**config.mk**
```make
export PLATFORM = sky130hd
export DESIGN_NAME = fwp_flash_dev_flat
export DESIGN_NICKNAME = d
export VERILOG_FILES = /design/src/include/fwp_pkg.sv /design/src/include/fwp_spi_if.sv /design/src/rtl/fwp_pin_sync.sv /design/src/rtl/fwp_flash_dev.sv /design/src/flat_wrapper.sv
export SDC_FILE = /design/constraint.sdc
export NUM_CORES = 2
export LEC_CHECK = 0
export ABC_CLOCK_PERIOD_IN_PS = 4400
export BUFFER_PORTS_ARGS = -buffer_cell sky130_fd_sc_hd__buf_2
export CAP_MARGIN = 20
export CORE_UTILIZATION = 30
export DETAILED_ROUTE_END_ITERATION = 8
export SLEW_MARGIN = 0
export SYNTH_ARGS = -nofsm -noshare
export SYNTH_HDL_FRONTEND = slang
export SYNTH_SLANG_ARGS = --single-unit
```
**constraint.sdc**
```tcl
create_clock -name i_clk_sys -period 4.4 [get_ports i_clk_sys]
set_clock_uncertainty 0.15 [all_clocks]
set_input_delay 1.32 -clock i_clk_sys [delete_from_list [all_inputs] [get_ports i_clk_sys]]
set_output_delay 1.32 -clock i_clk_sys [all_outputs]
set_load 0.005 [all_outputs]
```
**src/include/fwp_pkg.sv**
```systemverilog
/*
 * shared constants of the serial flash protection block: opcodes, status
 * and lock byte layout, reset values and self-timed cycle lengths.
 * assumes a 50 MHz system clock on both ends of the link.
 */
package fwp_pkg;
    // instruction codes
    localparam logic [7:0] OP_WRITE_ENABLE    = 8'h06;
    localparam logic [7:0] OP_STATUS_READ     = 8'h05;
    localparam logic [7:0] OP_STATUS_WRITE    = 8'h01;
    localparam logic [7:0] OP_LOCK_READ       = 8'he8;
    localparam logic [7:0] OP_LOCK_WRITE      = 8'he5;
    localparam logic [7:0] OP_PE_SUSPEND      = 8'h75;
    localparam logic [7:0] OP_PE_RESUME       = 8'h7a;
    localparam logic [7:0] OP_PAGE_PROGRAM    = 8'h02;
    localparam logic [7:0] OP_SUBSECTOR_ERASE = 8'h20;
    localparam logic [7:0] OP_SECTOR_ERASE    = 8'hd8;
    localparam logic [7:0] OP_BULK_ERASE      = 8'hc7;
    // status byte layout
    localparam int SR_WIP_BIT  = 0;
    localparam int SR_WEL_BIT  = 1;
    localparam int SR_BP_LSB   = 2;
    localparam int SR_TB_BIT   = 5;
    localparam int SR_BP3_BIT  = 6;
    localparam int SR_STATUS_WRITE_DISABLE_BIT = 7;
    localparam logic [5:0] SR_HI_RESET = 6'h00;
    // sector lock byte layout
    localparam int LK_WRITE_LOCK_BIT = 0;
    localparam int LK_DOWN_BIT       = 1;
    localparam logic LK_RESET        = 1'b0;
    // frame lengths in serial bits
    localparam int OPCODE_BITS = 8;
    localparam int ADDR_BITS   = 24;
    localparam int DATA_BITS   = 8;
    localparam int SECTOR_LSB  = 16;
    // self-timed cycles
    localparam int CLK_PERIOD_NS        = 20;
    localparam int STATUS_WRITE_TIME_NS = 2000;
    localparam int PROGRAM_TIME_NS      = 8000;
    localparam int ERASE_TIME_NS        = 40000;
    localparam int STATUS_WRITE_CYCLES  =
        (STATUS_WRITE_TIME_NS + CLK_PERIOD_NS - 1) / CLK_PERIOD_NS;
    localparam int PROGRAM_CYCLES       =
        (PROGRAM_TIME_NS + CLK_PERIOD_NS - 1) / CLK_PERIOD_NS;
    localparam int ERASE_CYCLES         =
        (ERASE_TIME_NS + CLK_PERIOD_NS - 1) / CLK_PERIOD_NS;
    // host serial clock half period in system clocks
    localparam int SCLK_HALF_CYCLES = 10;

    typedef enum logic [1:0] {
        JOB_STATUS  = 2'h0,
        JOB_PROGRAM = 2'h1,
        JOB_ERASE   = 2'h2
    } fwp_job_type;
endpackage

```
**src/include/fwp_spi_if.sv**
```systemverilog
/*
 * single-bit serial link between the host controller and the flash.
 * assumes a pull-up on the data output line while the flash lets it go.
 */
`timescale 1ns/1ns
interface fwp_spi_if;
    logic cs_n;
    logic sclk;
    logic mosi;
    logic wp_n;
    logic miso;
    logic miso_oe_n;
    logic miso_line;

    assign miso_line = miso_oe_n ? 1'b1 : miso;

    modport dev (input cs_n, sclk, mosi, wp_n, output miso, miso_oe_n);
    modport host (output cs_n, sclk, mosi, wp_n, input miso_line);
endinterface

```
**src/rtl/fwp_pin_sync.sv**
```systemverilog
/*
 * three-stage synchroniser with change qualification and edge pulses.
 * assumes inputs are asynchronous pins; a change counts once the second
 * and third stages agree.
 */
`timescale 1ns/1ns
module fwp_pin_sync #(
    parameter int               WIDTH = 1,
    parameter logic [WIDTH-1:0] INIT  = '0
) (
    // clock and reset
    input  wire logic             i_clk_sys,
    input  wire logic             i_rst,
    // pins and qualified results
    input  wire logic [WIDTH-1:0] i_pin,
    output logic      [WIDTH-1:0] o_level,
    output logic      [WIDTH-1:0] o_rise,
    output logic      [WIDTH-1:0] o_fall
);
    logic [WIDTH-1:0] s1_r;
    logic [WIDTH-1:0] s2_r;
    logic [WIDTH-1:0] s3_r;
    logic [WIDTH-1:0] agree;

    always_ff @(posedge i_clk_sys)
    begin
        if (i_rst)
        begin
            s1_r    <= INIT;
            s2_r    <= INIT;
            s3_r    <= INIT;
            o_level <= INIT;
        end
        else
        begin
            s1_r    <= i_pin;
            s2_r    <= s1_r;
            s3_r    <= s2_r;
            o_level <= (agree & s3_r) | (~agree & o_level);
        end
    end

    assign agree  = ~(s2_r ^ s3_r);
    assign o_rise = agree & s3_r & ~o_level;
    assign o_fall = agree & ~s3_r & o_level;
endmodule // fwp_pin_sync

```
**src/rtl/fwp_flash_dev.sv**
```systemverilog
/*
 * flash end of the link: status register, write enable latch, hardware
 * and software protection, per-sector volatile lock bits, and a timed
 * program/erase engine with one level of nested suspend.
 * assumes mode 0 framing: bits taken on clock rise, data out on fall.
 *
// Overview of operation
// RULE_01 - resume ignored unless something is suspended
// RULE_02 - resume sets busy and clears ready
// RULE_03 - resume restarts most recently suspended job first
// RULE_04 - status read always allowed, byte repeats
// RULE_05 - host polls busy before next instruction
// RULE_06 - status write needs write enable latch
// RULE_07 - status write ends exactly after data byte
// RULE_08 - status write keeps latch and busy bits
// RULE_09 - status write runs timed cycle, then clears latch
// RULE_10 - status write updates protect, top/bottom, disable bits
// RULE_11 - disable bit low: pin level ignored
// RULE_12 - disable bit high: pin low rejects write
// RULE_13 - hardware protection: disable high, pin low
// RULE_14 - protected region rejects program and erase
// RULE_15 - lock read: opcode, address, then byte out
// RULE_16 - chip select high ends lock read output
// RULE_17 - lock read rejected while cycle runs
// RULE_18 - lock byte: lock-down bit 1, write-lock 0
// RULE_19 - lock-down freezes sector until power-up
// RULE_20 - lock write: latch, opcode, address, data
// RULE_21 - lock write immediate, latch clears at once
// RULE_22 - lock write rejected while cycle runs
// RULE_23 - status: busy bit 0, latch bit 1
 */
`timescale 1ns/1ns
module fwp_flash_dev #(
    parameter int NUM_SECTORS = 256,
    parameter int SR_CYCLES   = fwp_pkg::STATUS_WRITE_CYCLES,
    parameter int PGM_CYCLES  = fwp_pkg::PROGRAM_CYCLES,
    parameter int ERS_CYCLES  = fwp_pkg::ERASE_CYCLES
) (
    // clock and reset
    input  wire logic i_clk_sys,
    input  wire logic i_rst,
    // serial link
    fwp_spi_if.dev    spi,
    // state for the user
    output logic [7:0] o_status,
    output logic       o_pe_ready,
    output logic       o_hw_protected,
    output logic [1:0] o_suspend_depth
);
    if (NUM_SECTORS < 1 || NUM_SECTORS > 256)
        $error("NUM_SECTORS must lie in 1..256");
    if (SR_CYCLES < 2 || PGM_CYCLES < 2 || ERS_CYCLES < 2 ||
        SR_CYCLES > 65535 || PGM_CYCLES > 65535 || ERS_CYCLES > 65535)
        $error("cycle counts must lie in 2..65535");

    // order of sync bits: wp_n, mosi, sclk, cs_n
    logic [3:0]  lvl;
    logic [3:0]  rise;
    logic [3:0]  fall;
    logic [11:0] bitcnt_r;
    logic [31:0] sh_r;
    logic [7:0]  opcode_r;
    logic [23:0] addr_r;
    logic        rd_reject_r;
    logic [5:0]  sr_hi_r;
    logic        wel_r;
    logic        busy_r;
    fwp_pkg::fwp_job_type job_r;
    fwp_pkg::fwp_job_type stk_job_r [2];
    logic [15:0] cnt_r;
    logic [15:0] stk_cnt_r [2];
    logic [1:0]  depth_r;
    logic [NUM_SECTORS-1:0] wlock_r;
    logic [NUM_SECTORS-1:0] ldown_r;

    logic        cs_rise;
    logic        sclk_rise;
    logic        sclk_fall;
    logic [3:0]  bp;
    logic [7:0]  sec;
    logic        sec_ok;
    logic        can_write;
    logic        region_ok;
    logic        write_enable_cmd_go;
    logic        status_write_cmd_go;
    logic        lock_write_cmd_go;
    logic        prog_go;
    logic        erase_go;
    logic        bulk_go;
    logic        suspend_go;
    logic        resume_go;
    logic        done;
    logic        rd_sr;
    logic        rd_lk;
    logic [7:0]  lock_byte;

    function automatic logic sec_protected(input logic [7:0] s,
                                           input logic [3:0] b,
                                           input logic       tb);
        int n;
        n = (b == 4'h0) ? 0 : (1 << (int'(b) - 1));
        if (n > NUM_SECTORS)
            n = NUM_SECTORS;
        return tb ? (int'(s) < n) : (int'(s) >= NUM_SECTORS - n);
    endfunction

    fwp_pin_sync #(
        .WIDTH (4),
        .INIT  (4'h9)
    ) u_sync (
        .i_clk_sys (i_clk_sys),
        .i_rst     (i_rst),
        .i_pin     ({spi.wp_n, spi.mosi, spi.sclk, spi.cs_n}),
        .o_level   (lvl),
        .o_rise    (rise),
        .o_fall    (fall)
    );

    assign cs_rise   = rise[0];
    assign sclk_rise = rise[1] & ~lvl[0];
    assign sclk_fall = fall[1] & ~lvl[0];

    // frame capture: bits counted on clock rise while selected
    always_ff @(posedge i_clk_sys)
    begin
        if (i_rst || lvl[0])
        begin
            bitcnt_r    <= 12'h000;
            sh_r        <= 32'h0000_0000;
            opcode_r    <= 8'h00;
            addr_r      <= 24'h00_0000;
            rd_reject_r <= 1'b0;
        end
        else if (sclk_rise)
        begin
            sh_r <= {sh_r[30:0], lvl[2]};
            if (bitcnt_r != 12'hfff)
                bitcnt_r <= bitcnt_r + 12'h001;
            if (bitcnt_r == 12'(fwp_pkg::OPCODE_BITS - 1))
            begin
                opcode_r    <= {sh_r[6:0], lvl[2]};
                rd_reject_r <= busy_r; // RULE_17
            end
            if (bitcnt_r ==
                12'(fwp_pkg::OPCODE_BITS + fwp_pkg::ADDR_BITS - 1))
                addr_r <= {sh_r[22:0], lvl[2]}; // RULE_15
        end
    end

    // decode of a finished frame on chip select rise
    assign bp = {sr_hi_r[fwp_pkg::SR_BP3_BIT - fwp_pkg::SR_BP_LSB],
                 sr_hi_r[2:0]};
    assign o_hw_protected = sr_hi_r[fwp_pkg::SR_STATUS_WRITE_DISABLE_BIT - 2] &
                            ~lvl[3]; // RULE_13
    assign sec    = addr_r[fwp_pkg::SECTOR_LSB +: 8];
    assign sec_ok = int'(sec) < NUM_SECTORS;
    assign can_write = wel_r & ~busy_r; // RULE_22
    assign region_ok = sec_ok && !wlock_r[sec] &&
        !sec_protected(sec, bp, sr_hi_r[fwp_pkg::SR_TB_BIT - 2]); // RULE_14

    assign write_enable_cmd_go = cs_rise && opcode_r == fwp_pkg::OP_WRITE_ENABLE &&
                     bitcnt_r == 12'(fwp_pkg::OPCODE_BITS);
    assign status_write_cmd_go = cs_rise && opcode_r == fwp_pkg::OP_STATUS_WRITE &&
                     bitcnt_r == 12'(fwp_pkg::OPCODE_BITS +
                                     fwp_pkg::DATA_BITS) && // RULE_07
                     can_write && depth_r == 2'h0 && // RULE_06
                     !o_hw_protected; // RULE_11 RULE_12
    assign lock_write_cmd_go = cs_rise && opcode_r == fwp_pkg::OP_LOCK_WRITE &&
                     bitcnt_r == 12'(fwp_pkg::OPCODE_BITS +
                         fwp_pkg::ADDR_BITS + fwp_pkg::DATA_BITS) &&
                     can_write && depth_r == 2'h0 && sec_ok; // RULE_20 RULE_22
    assign prog_go = cs_rise && opcode_r == fwp_pkg::OP_PAGE_PROGRAM &&
                     bitcnt_r >= 12'(fwp_pkg::OPCODE_BITS +
                         fwp_pkg::ADDR_BITS + fwp_pkg::DATA_BITS) &&
                     bitcnt_r[2:0] == 3'h0 && can_write && region_ok &&
                     (depth_r == 2'h0 || (depth_r == 2'h1 &&
                      stk_job_r[0] == fwp_pkg::JOB_ERASE));
    assign erase_go = cs_rise &&
                     (opcode_r == fwp_pkg::OP_SUBSECTOR_ERASE ||
                      opcode_r == fwp_pkg::OP_SECTOR_ERASE) &&
                     bitcnt_r == 12'(fwp_pkg::OPCODE_BITS +
                                     fwp_pkg::ADDR_BITS) &&
                     can_write && region_ok && depth_r == 2'h0;
    assign bulk_go = cs_rise && opcode_r == fwp_pkg::OP_BULK_ERASE &&
                     bitcnt_r == 12'(fwp_pkg::OPCODE_BITS) &&
                     can_write && depth_r == 2'h0 && bp == 4'h0 &&
                     wlock_r == '0; // RULE_14
    assign suspend_go = cs_rise && opcode_r == fwp_pkg::OP_PE_SUSPEND &&
                     bitcnt_r == 12'(fwp_pkg::OPCODE_BITS) && busy_r &&
                     job_r != fwp_pkg::JOB_STATUS && depth_r != 2'h2;
    assign resume_go = cs_rise && opcode_r == fwp_pkg::OP_PE_RESUME &&
                     bitcnt_r == 12'(fwp_pkg::OPCODE_BITS) &&
                     depth_r != 2'h0 && !busy_r; // RULE_01
    assign done = busy_r && cnt_r == 16'h0001 && !suspend_go;

    // self-timed engine with a two-deep suspend stack
    always_ff @(posedge i_clk_sys)
    begin
        if (i_rst)
        begin
            busy_r       <= 1'b0;
            job_r        <= fwp_pkg::JOB_STATUS;
            cnt_r        <= 16'h0000;
            depth_r      <= 2'h0;
            stk_cnt_r[0] <= 16'h0000;
            stk_cnt_r[1] <= 16'h0000;
            stk_job_r[0] <= fwp_pkg::JOB_STATUS;
            stk_job_r[1] <= fwp_pkg::JOB_STATUS;
        end
        else if (suspend_go)
        begin
            stk_cnt_r[depth_r[0]] <= cnt_r;
            stk_job_r[depth_r[0]] <= job_r;
            depth_r               <= depth_r + 2'h1;
            busy_r                <= 1'b0;
        end
        else if (status_write_cmd_go)
        begin
            busy_r <= 1'b1; // RULE_09
            job_r  <= fwp_pkg::JOB_STATUS;
            cnt_r  <= 16'(SR_CYCLES);
        end
        else if (prog_go)
        begin
            busy_r <= 1'b1;
            job_r  <= fwp_pkg::JOB_PROGRAM;
            cnt_r  <= 16'(PGM_CYCLES);
        end
        else if (erase_go || bulk_go)
        begin
            busy_r <= 1'b1;
            job_r  <= fwp_pkg::JOB_ERASE;
            cnt_r  <= 16'(ERS_CYCLES);
        end
        else if (resume_go)
        begin
            // last pushed job comes back first
            busy_r  <= 1'b1; // RULE_02 RULE_03
            job_r   <= stk_job_r[depth_r[1]];
            cnt_r   <= stk_cnt_r[depth_r[1]];
            depth_r <= depth_r - 2'h1;
        end
        else if (busy_r)
        begin
            cnt_r <= cnt_r - 16'h0001;
            if (done)
                busy_r <= 1'b0; // RULE_09
        end
    end

    // write enable latch: a set in the same cycle wins over a clear
    always_ff @(posedge i_clk_sys)
    begin
        if (i_rst)
            wel_r <= 1'b0;
        else
        begin
            if (done || lock_write_cmd_go)
                wel_r <= 1'b0; // RULE_09 RULE_21
            if (write_enable_cmd_go)
                wel_r <= 1'b1; // RULE_06
        end
    end

    always_ff @(posedge i_clk_sys)
    begin
        if (i_rst)
            sr_hi_r <= fwp_pkg::SR_HI_RESET;
        else if (status_write_cmd_go)
            sr_hi_r <= sh_r[7:2]; // RULE_08 RULE_10
    end

    // volatile sector locks; lock-down bits cleared only by reset, write-lock bits also by lock write
    always_ff @(posedge i_clk_sys)
    begin
        if (i_rst)
        begin
            wlock_r <= {NUM_SECTORS{fwp_pkg::LK_RESET}};
            ldown_r <= {NUM_SECTORS{fwp_pkg::LK_RESET}};
        end
        else if (lock_write_cmd_go && !ldown_r[sec]) // RULE_19
        begin
            wlock_r[sec] <= sh_r[fwp_pkg::LK_WRITE_LOCK_BIT]; // RULE_18
            ldown_r[sec] <= sh_r[fwp_pkg::LK_DOWN_BIT] | ldown_r[sec];
        end
    end

    assign lock_byte = sec_ok ? {6'h00, ldown_r[sec], wlock_r[sec]}
                              : 8'h00; // RULE_18
    assign rd_sr = opcode_r == fwp_pkg::OP_STATUS_READ &&
                   bitcnt_r >= 12'(fwp_pkg::OPCODE_BITS); // RULE_04
    assign rd_lk = opcode_r == fwp_pkg::OP_LOCK_READ && !rd_reject_r &&
                   bitcnt_r >= 12'(fwp_pkg::OPCODE_BITS +
                                   fwp_pkg::ADDR_BITS); // RULE_15

    // serial output, msb first, driven from the falling clock
    always_ff @(posedge i_clk_sys)
    begin
        if (i_rst || lvl[0])
        begin
            spi.miso      <= 1'b1;
            spi.miso_oe_n <= 1'b1; // RULE_16
        end
        else if (sclk_fall && rd_sr)
        begin
            spi.miso      <= o_status[~bitcnt_r[2:0]]; // RULE_04
            spi.miso_oe_n <= 1'b0;
        end
        else if (sclk_fall && rd_lk)
        begin
            spi.miso      <= lock_byte[~bitcnt_r[2:0]];
            spi.miso_oe_n <= 1'b0;
        end
    end

    assign o_status        = {sr_hi_r, wel_r, busy_r}; // RULE_23
    assign o_pe_ready      = ~busy_r; // RULE_02
    assign o_suspend_depth = depth_r;
endmodule // fwp_flash_dev

```
**src/flat_wrapper.sv**
```systemverilog
// flat-port wrapper written by rule: the top's interface ports become plain ports
module fwp_flash_dev_flat 
#(
    parameter int NUM_SECTORS = 256,
    parameter int SR_CYCLES   = fwp_pkg::STATUS_WRITE_CYCLES,
    parameter int PGM_CYCLES  = fwp_pkg::PROGRAM_CYCLES,
    parameter int ERS_CYCLES  = fwp_pkg::ERASE_CYCLES
)
  (i_clk_sys, i_rst, o_status, o_pe_ready, o_hw_protected, o_suspend_depth, spi_cs_n, spi_sclk, spi_mosi, spi_wp_n, spi_miso, spi_miso_oe_n);
  fwp_spi_if spi_i ();
  input  wire logic i_clk_sys;
  input  wire logic i_rst;
  output logic [7:0] o_status;
  output logic o_pe_ready;
  output logic o_hw_protected;
  output logic [1:0] o_suspend_depth;
  input wire logic [$bits(spi_i.cs_n)-1:0] spi_cs_n;
  input wire logic [$bits(spi_i.sclk)-1:0] spi_sclk;
  input wire logic [$bits(spi_i.mosi)-1:0] spi_mosi;
  input wire logic [$bits(spi_i.wp_n)-1:0] spi_wp_n;
  output wire logic [$bits(spi_i.miso)-1:0] spi_miso;
  output wire logic [$bits(spi_i.miso_oe_n)-1:0] spi_miso_oe_n;
  assign spi_i.cs_n = spi_cs_n;
  assign spi_i.sclk = spi_sclk;
  assign spi_i.mosi = spi_mosi;
  assign spi_i.wp_n = spi_wp_n;
  assign spi_miso = spi_i.miso;
  assign spi_miso_oe_n = spi_i.miso_oe_n;
  fwp_flash_dev #(.NUM_SECTORS(NUM_SECTORS), .SR_CYCLES(SR_CYCLES), .PGM_CYCLES(PGM_CYCLES), .ERS_CYCLES(ERS_CYCLES)) u_core (.i_clk_sys(i_clk_sys), .i_rst(i_rst), .spi(spi_i), .o_status(o_status), .o_pe_ready(o_pe_ready), .o_hw_protected(o_hw_protected), .o_suspend_depth(o_suspend_depth));
endmodule
```
==> flow_summary.ini <==
[worst_setup_path]
reg2reg_depth = 19
r2r-end = u_core.cnt_r[14]
crit_type = reg2reg
worst_path_max_delay_cell = a2111o_1
crit_family = compound AO/OA/AOI/OAI gates
cp-end-kind = flop
cp_slowest_stage_delay_ns = 0.44
r2r_slack_ns = 0.18
worstSetupStartpointType = flop
cp.buffers_inverters = 1
path_cells = inv_4 -> ha_4 -> a211oi_2 -> o31a_1 -> and2_4 -> nand2_1 -> ha_4 -> nor2b_1 -> a21oi_1 -> o21ai_1 -> ha_1 -> a21o_1 -> a211o_1 -> o221ai_1 -> a2bb2oi_1 -> a21o_1 -> a2111o_1 -> a21o_4 -> a32o_1
crit_required_ns = 4.78
rr_startpoint = u_core.sr_hi_r[0]
cp_max_fo = 6
worstPathArrival_ns = 4.60

[yosys]
async_flop_share_pct = 0
synth_area_leader_cell = dfxtp_1
netlist_instances = 3414
synth_edf_count = 36
synthFlopType = dfxtp_1
synth-seq-area-share_pct = 43.2
synth.most_common_cell = dfxtp_1
synth_fp_nets = 3448
yosysTopAreaCellShare_pct = 39.7
avgSynthCellArea_sq_um = 9.03
ys_warn_count = 0
ys_seq_elements = 647
synthDistinctLibCells = 76
ys_top_cells_by_count = dfxtp_1 (611), nor2_1 (362), a21oi_1 (352)
syn-cell-area_sq_um = 30800
synth_area_leaders = dfxtp_1 (40%), mux4_2 (7.4%), mux2i_1 (7.2%)

[pwr]
ir_worst_vdd_uv = 217
power.density_nw_per_um2 = 347
p_leak_nw = 11.5

[clocking]
path_clk_slew_ns = 0.06
tritoncts = yes
clkLatencyLatePin_ns = 0.64
cts_buffers = 72
cts-root-buf = clkbuf_16
cts_max_path_buffers = 3
htree_levels = 3
ctsHoldBuffers = 0
clock-sinks = 647

[cells_and_area]
nFillCells = 10400
final_cell_count_no_fill = 4811
fin_util_pct = 34.8
regArea_sq_um = 13300
layout.nets = 3418
drive_above_1_share_pct = 14.4
multi_input_area_sq_um = 15800
area_growth_pct = 14.8

[job]
cap_violations = 0

[hold_path]
holdCritPathClass = reg2reg
hp-start = u_core.u_sync.s1_r[0]
hold_depth = 1
hold_end = u_core.u_sync.s2_r[0]

[sta]
tightest_slew_ns = 1.29
setup_violations = 0
final.setup.tns_ns = 0
final_hold_viol_count = 0
slew_headroom_pct = 14.0
fin_crit_sh_pct = 96.0
whs_ns = 0.257
slew_violations = 0
min_period_ns = 4.22
fmax_ghz = 0.237

[die]
rows = 117
core_area_sq_um = 102000
initial_core_util_pct = 30.3
dieArea_sq_um = 104000
ioPinCount = 20
die_h_microns = 322
die_x_microns = 322

[route]
drt-wirelength-per-cell_microns = 21.6
route.detailed.drc = 0
dr.pass1.iters = 6
drt_iter0_drc = 3458
vias = 27100
via_per_inst = 5.63
finalWirelength_microns = 104000
ant_nets = 0

[global_route]
grt.total_usage_pct = 19.5
grt_pass1_vias = 25300
grt_pass1_wl_microns = 158000
gr-total-overflow = 0
grt_start_max_net_pins = 154
antenna_found_initial = 1

[placed_design]
place.port_buffers = 19
dp_hpwl_microns = 66000
dp.cells = 4674
gp_congestion = 0.931

[status]
status = finished clean
power breakdown:
group          internal, mW  switching (mW)
sequential             5.92         0.00653
combinational        0.0296           0.110
clock                  3.59            2.62
total                  9.55            2.73
cell usage in the layout, fill, tap and decap left out, drive strengths merged, types with 6 or more instances in the layout:
cell type  count
nor2b         21
nand2        248
mux4         101
mux2i        222
o31ai         20
inv          156
clkbuf        94
or2            9
nand4         44
edfxtp        36
dfxtp        611
o21ai        182
and3          10
nor2         369
a211oi         6
a21oi        352
clkinv        28
o211ai        20
xnor2         12
nor4         133
or4            8
nand2b        16
buf          183
or3            9
xor2          12
o32ai        128
nand3        168
a22oi         42
and2          39
o221a         11
ha            28
nor4b          7
a31oi          7
nor3          40
metrics by stage:
stage	instance area [sq um]	worst slack [ns]	total power [mW]
2_1_floorplan	30900	0.000281	6.16
3_3_place_gp	32900	-0.0443	6.20
3_5_place_dp	32900	-0.0173	6.20
4_1_cts	35300	0.0294	12.4
5_1_grt	35400	-0.00410	12.6
6_report	35400	0.176	12.3
state kept, by name (all words and copies together) (netlist names), 2 cells and up, named ones only:
register and cells:
u_core.u_sync.s2_r 4, u_core.sr_hi_r 6, u_core.addr_r 8, u_core.ldown_r 256, u_core.cnt_r 16, u_core.wlock_r 256, u_core.job_r 2, u_core.opcode_r 8
u_core.o_suspend_depth 2, u_core.stk_cnt_r 32, u_core.sh_r 23, u_core.stk_job_r 4, u_core.u_sync.s3_r 4, u_core.bitcnt_r 12, u_core.u_sync.s1_r 4
timing repair:
action                                  CTS  global route
cloned                                    0             1
buffers inserted                          0             1
pin swaps                                 0             2
endpoints found under the setup margin    7            19
gates resized for setup                   1             9
cell type report:
cell class / count / share of cell area [%]
clock buffers: 93 / 5.75
multi-input cells: 2325 / 44.5
flip-flops and latches: 647 / 37.7
clock inverters: 38 / 1.11
well taps: 1368 / 4.84
diodes: 2 / 0.0142
repair buffers: 184 / 4.39
inverters: 154 / 1.65
logic make-up after synthesis:
kind of cell,share of synthesized area [%]
compound gates,16.2
xor+xnor,0.682
fa+ha+maj,1.14
buf+inv,6.23
flops,43.2
mux,14.7
simple gates,17.8
worst max-delay path by stage:
stage / endpoint / depth (start not counted) / start / slack (ns)
after detailed placement: u_core.cnt_r[14] / 19 / u_core.sr_hi_r[1] / -0.02
after floorplan: u_core.cnt_r[11] / 22 / u_core.sr_hi_r[0] / 0.0003
after global placement: u_core.cnt_r[4] / 20 / u_core.sr_hi_r[1] / -0.04
after global routing: u_core.cnt_r[11] / 19 / u_core.sr_hi_r[1] / -0.004
after CTS: u_core.cnt_r[14] / 19 / u_core.sr_hi_r[1] / 0.03
final: u_core.cnt_r[14] / 19 / u_core.sr_hi_r[0] / 0.18
per-layer routing:
layer / wire length (microns) / vias up / share of wire (%) / track usage (%)
met5: 0 / - / 0 / 0
met4: 3460 / 0 / 3.3 / 6.46
met3: 8720 / 218 / 8.4 / 3.70
met2: 46100 / 1182 / 44 / 29.7
met1: 45500 / 13300 / 44 / 27.4
li1: - / 12400 / - / -
Power figures use the tool's default switching activity.
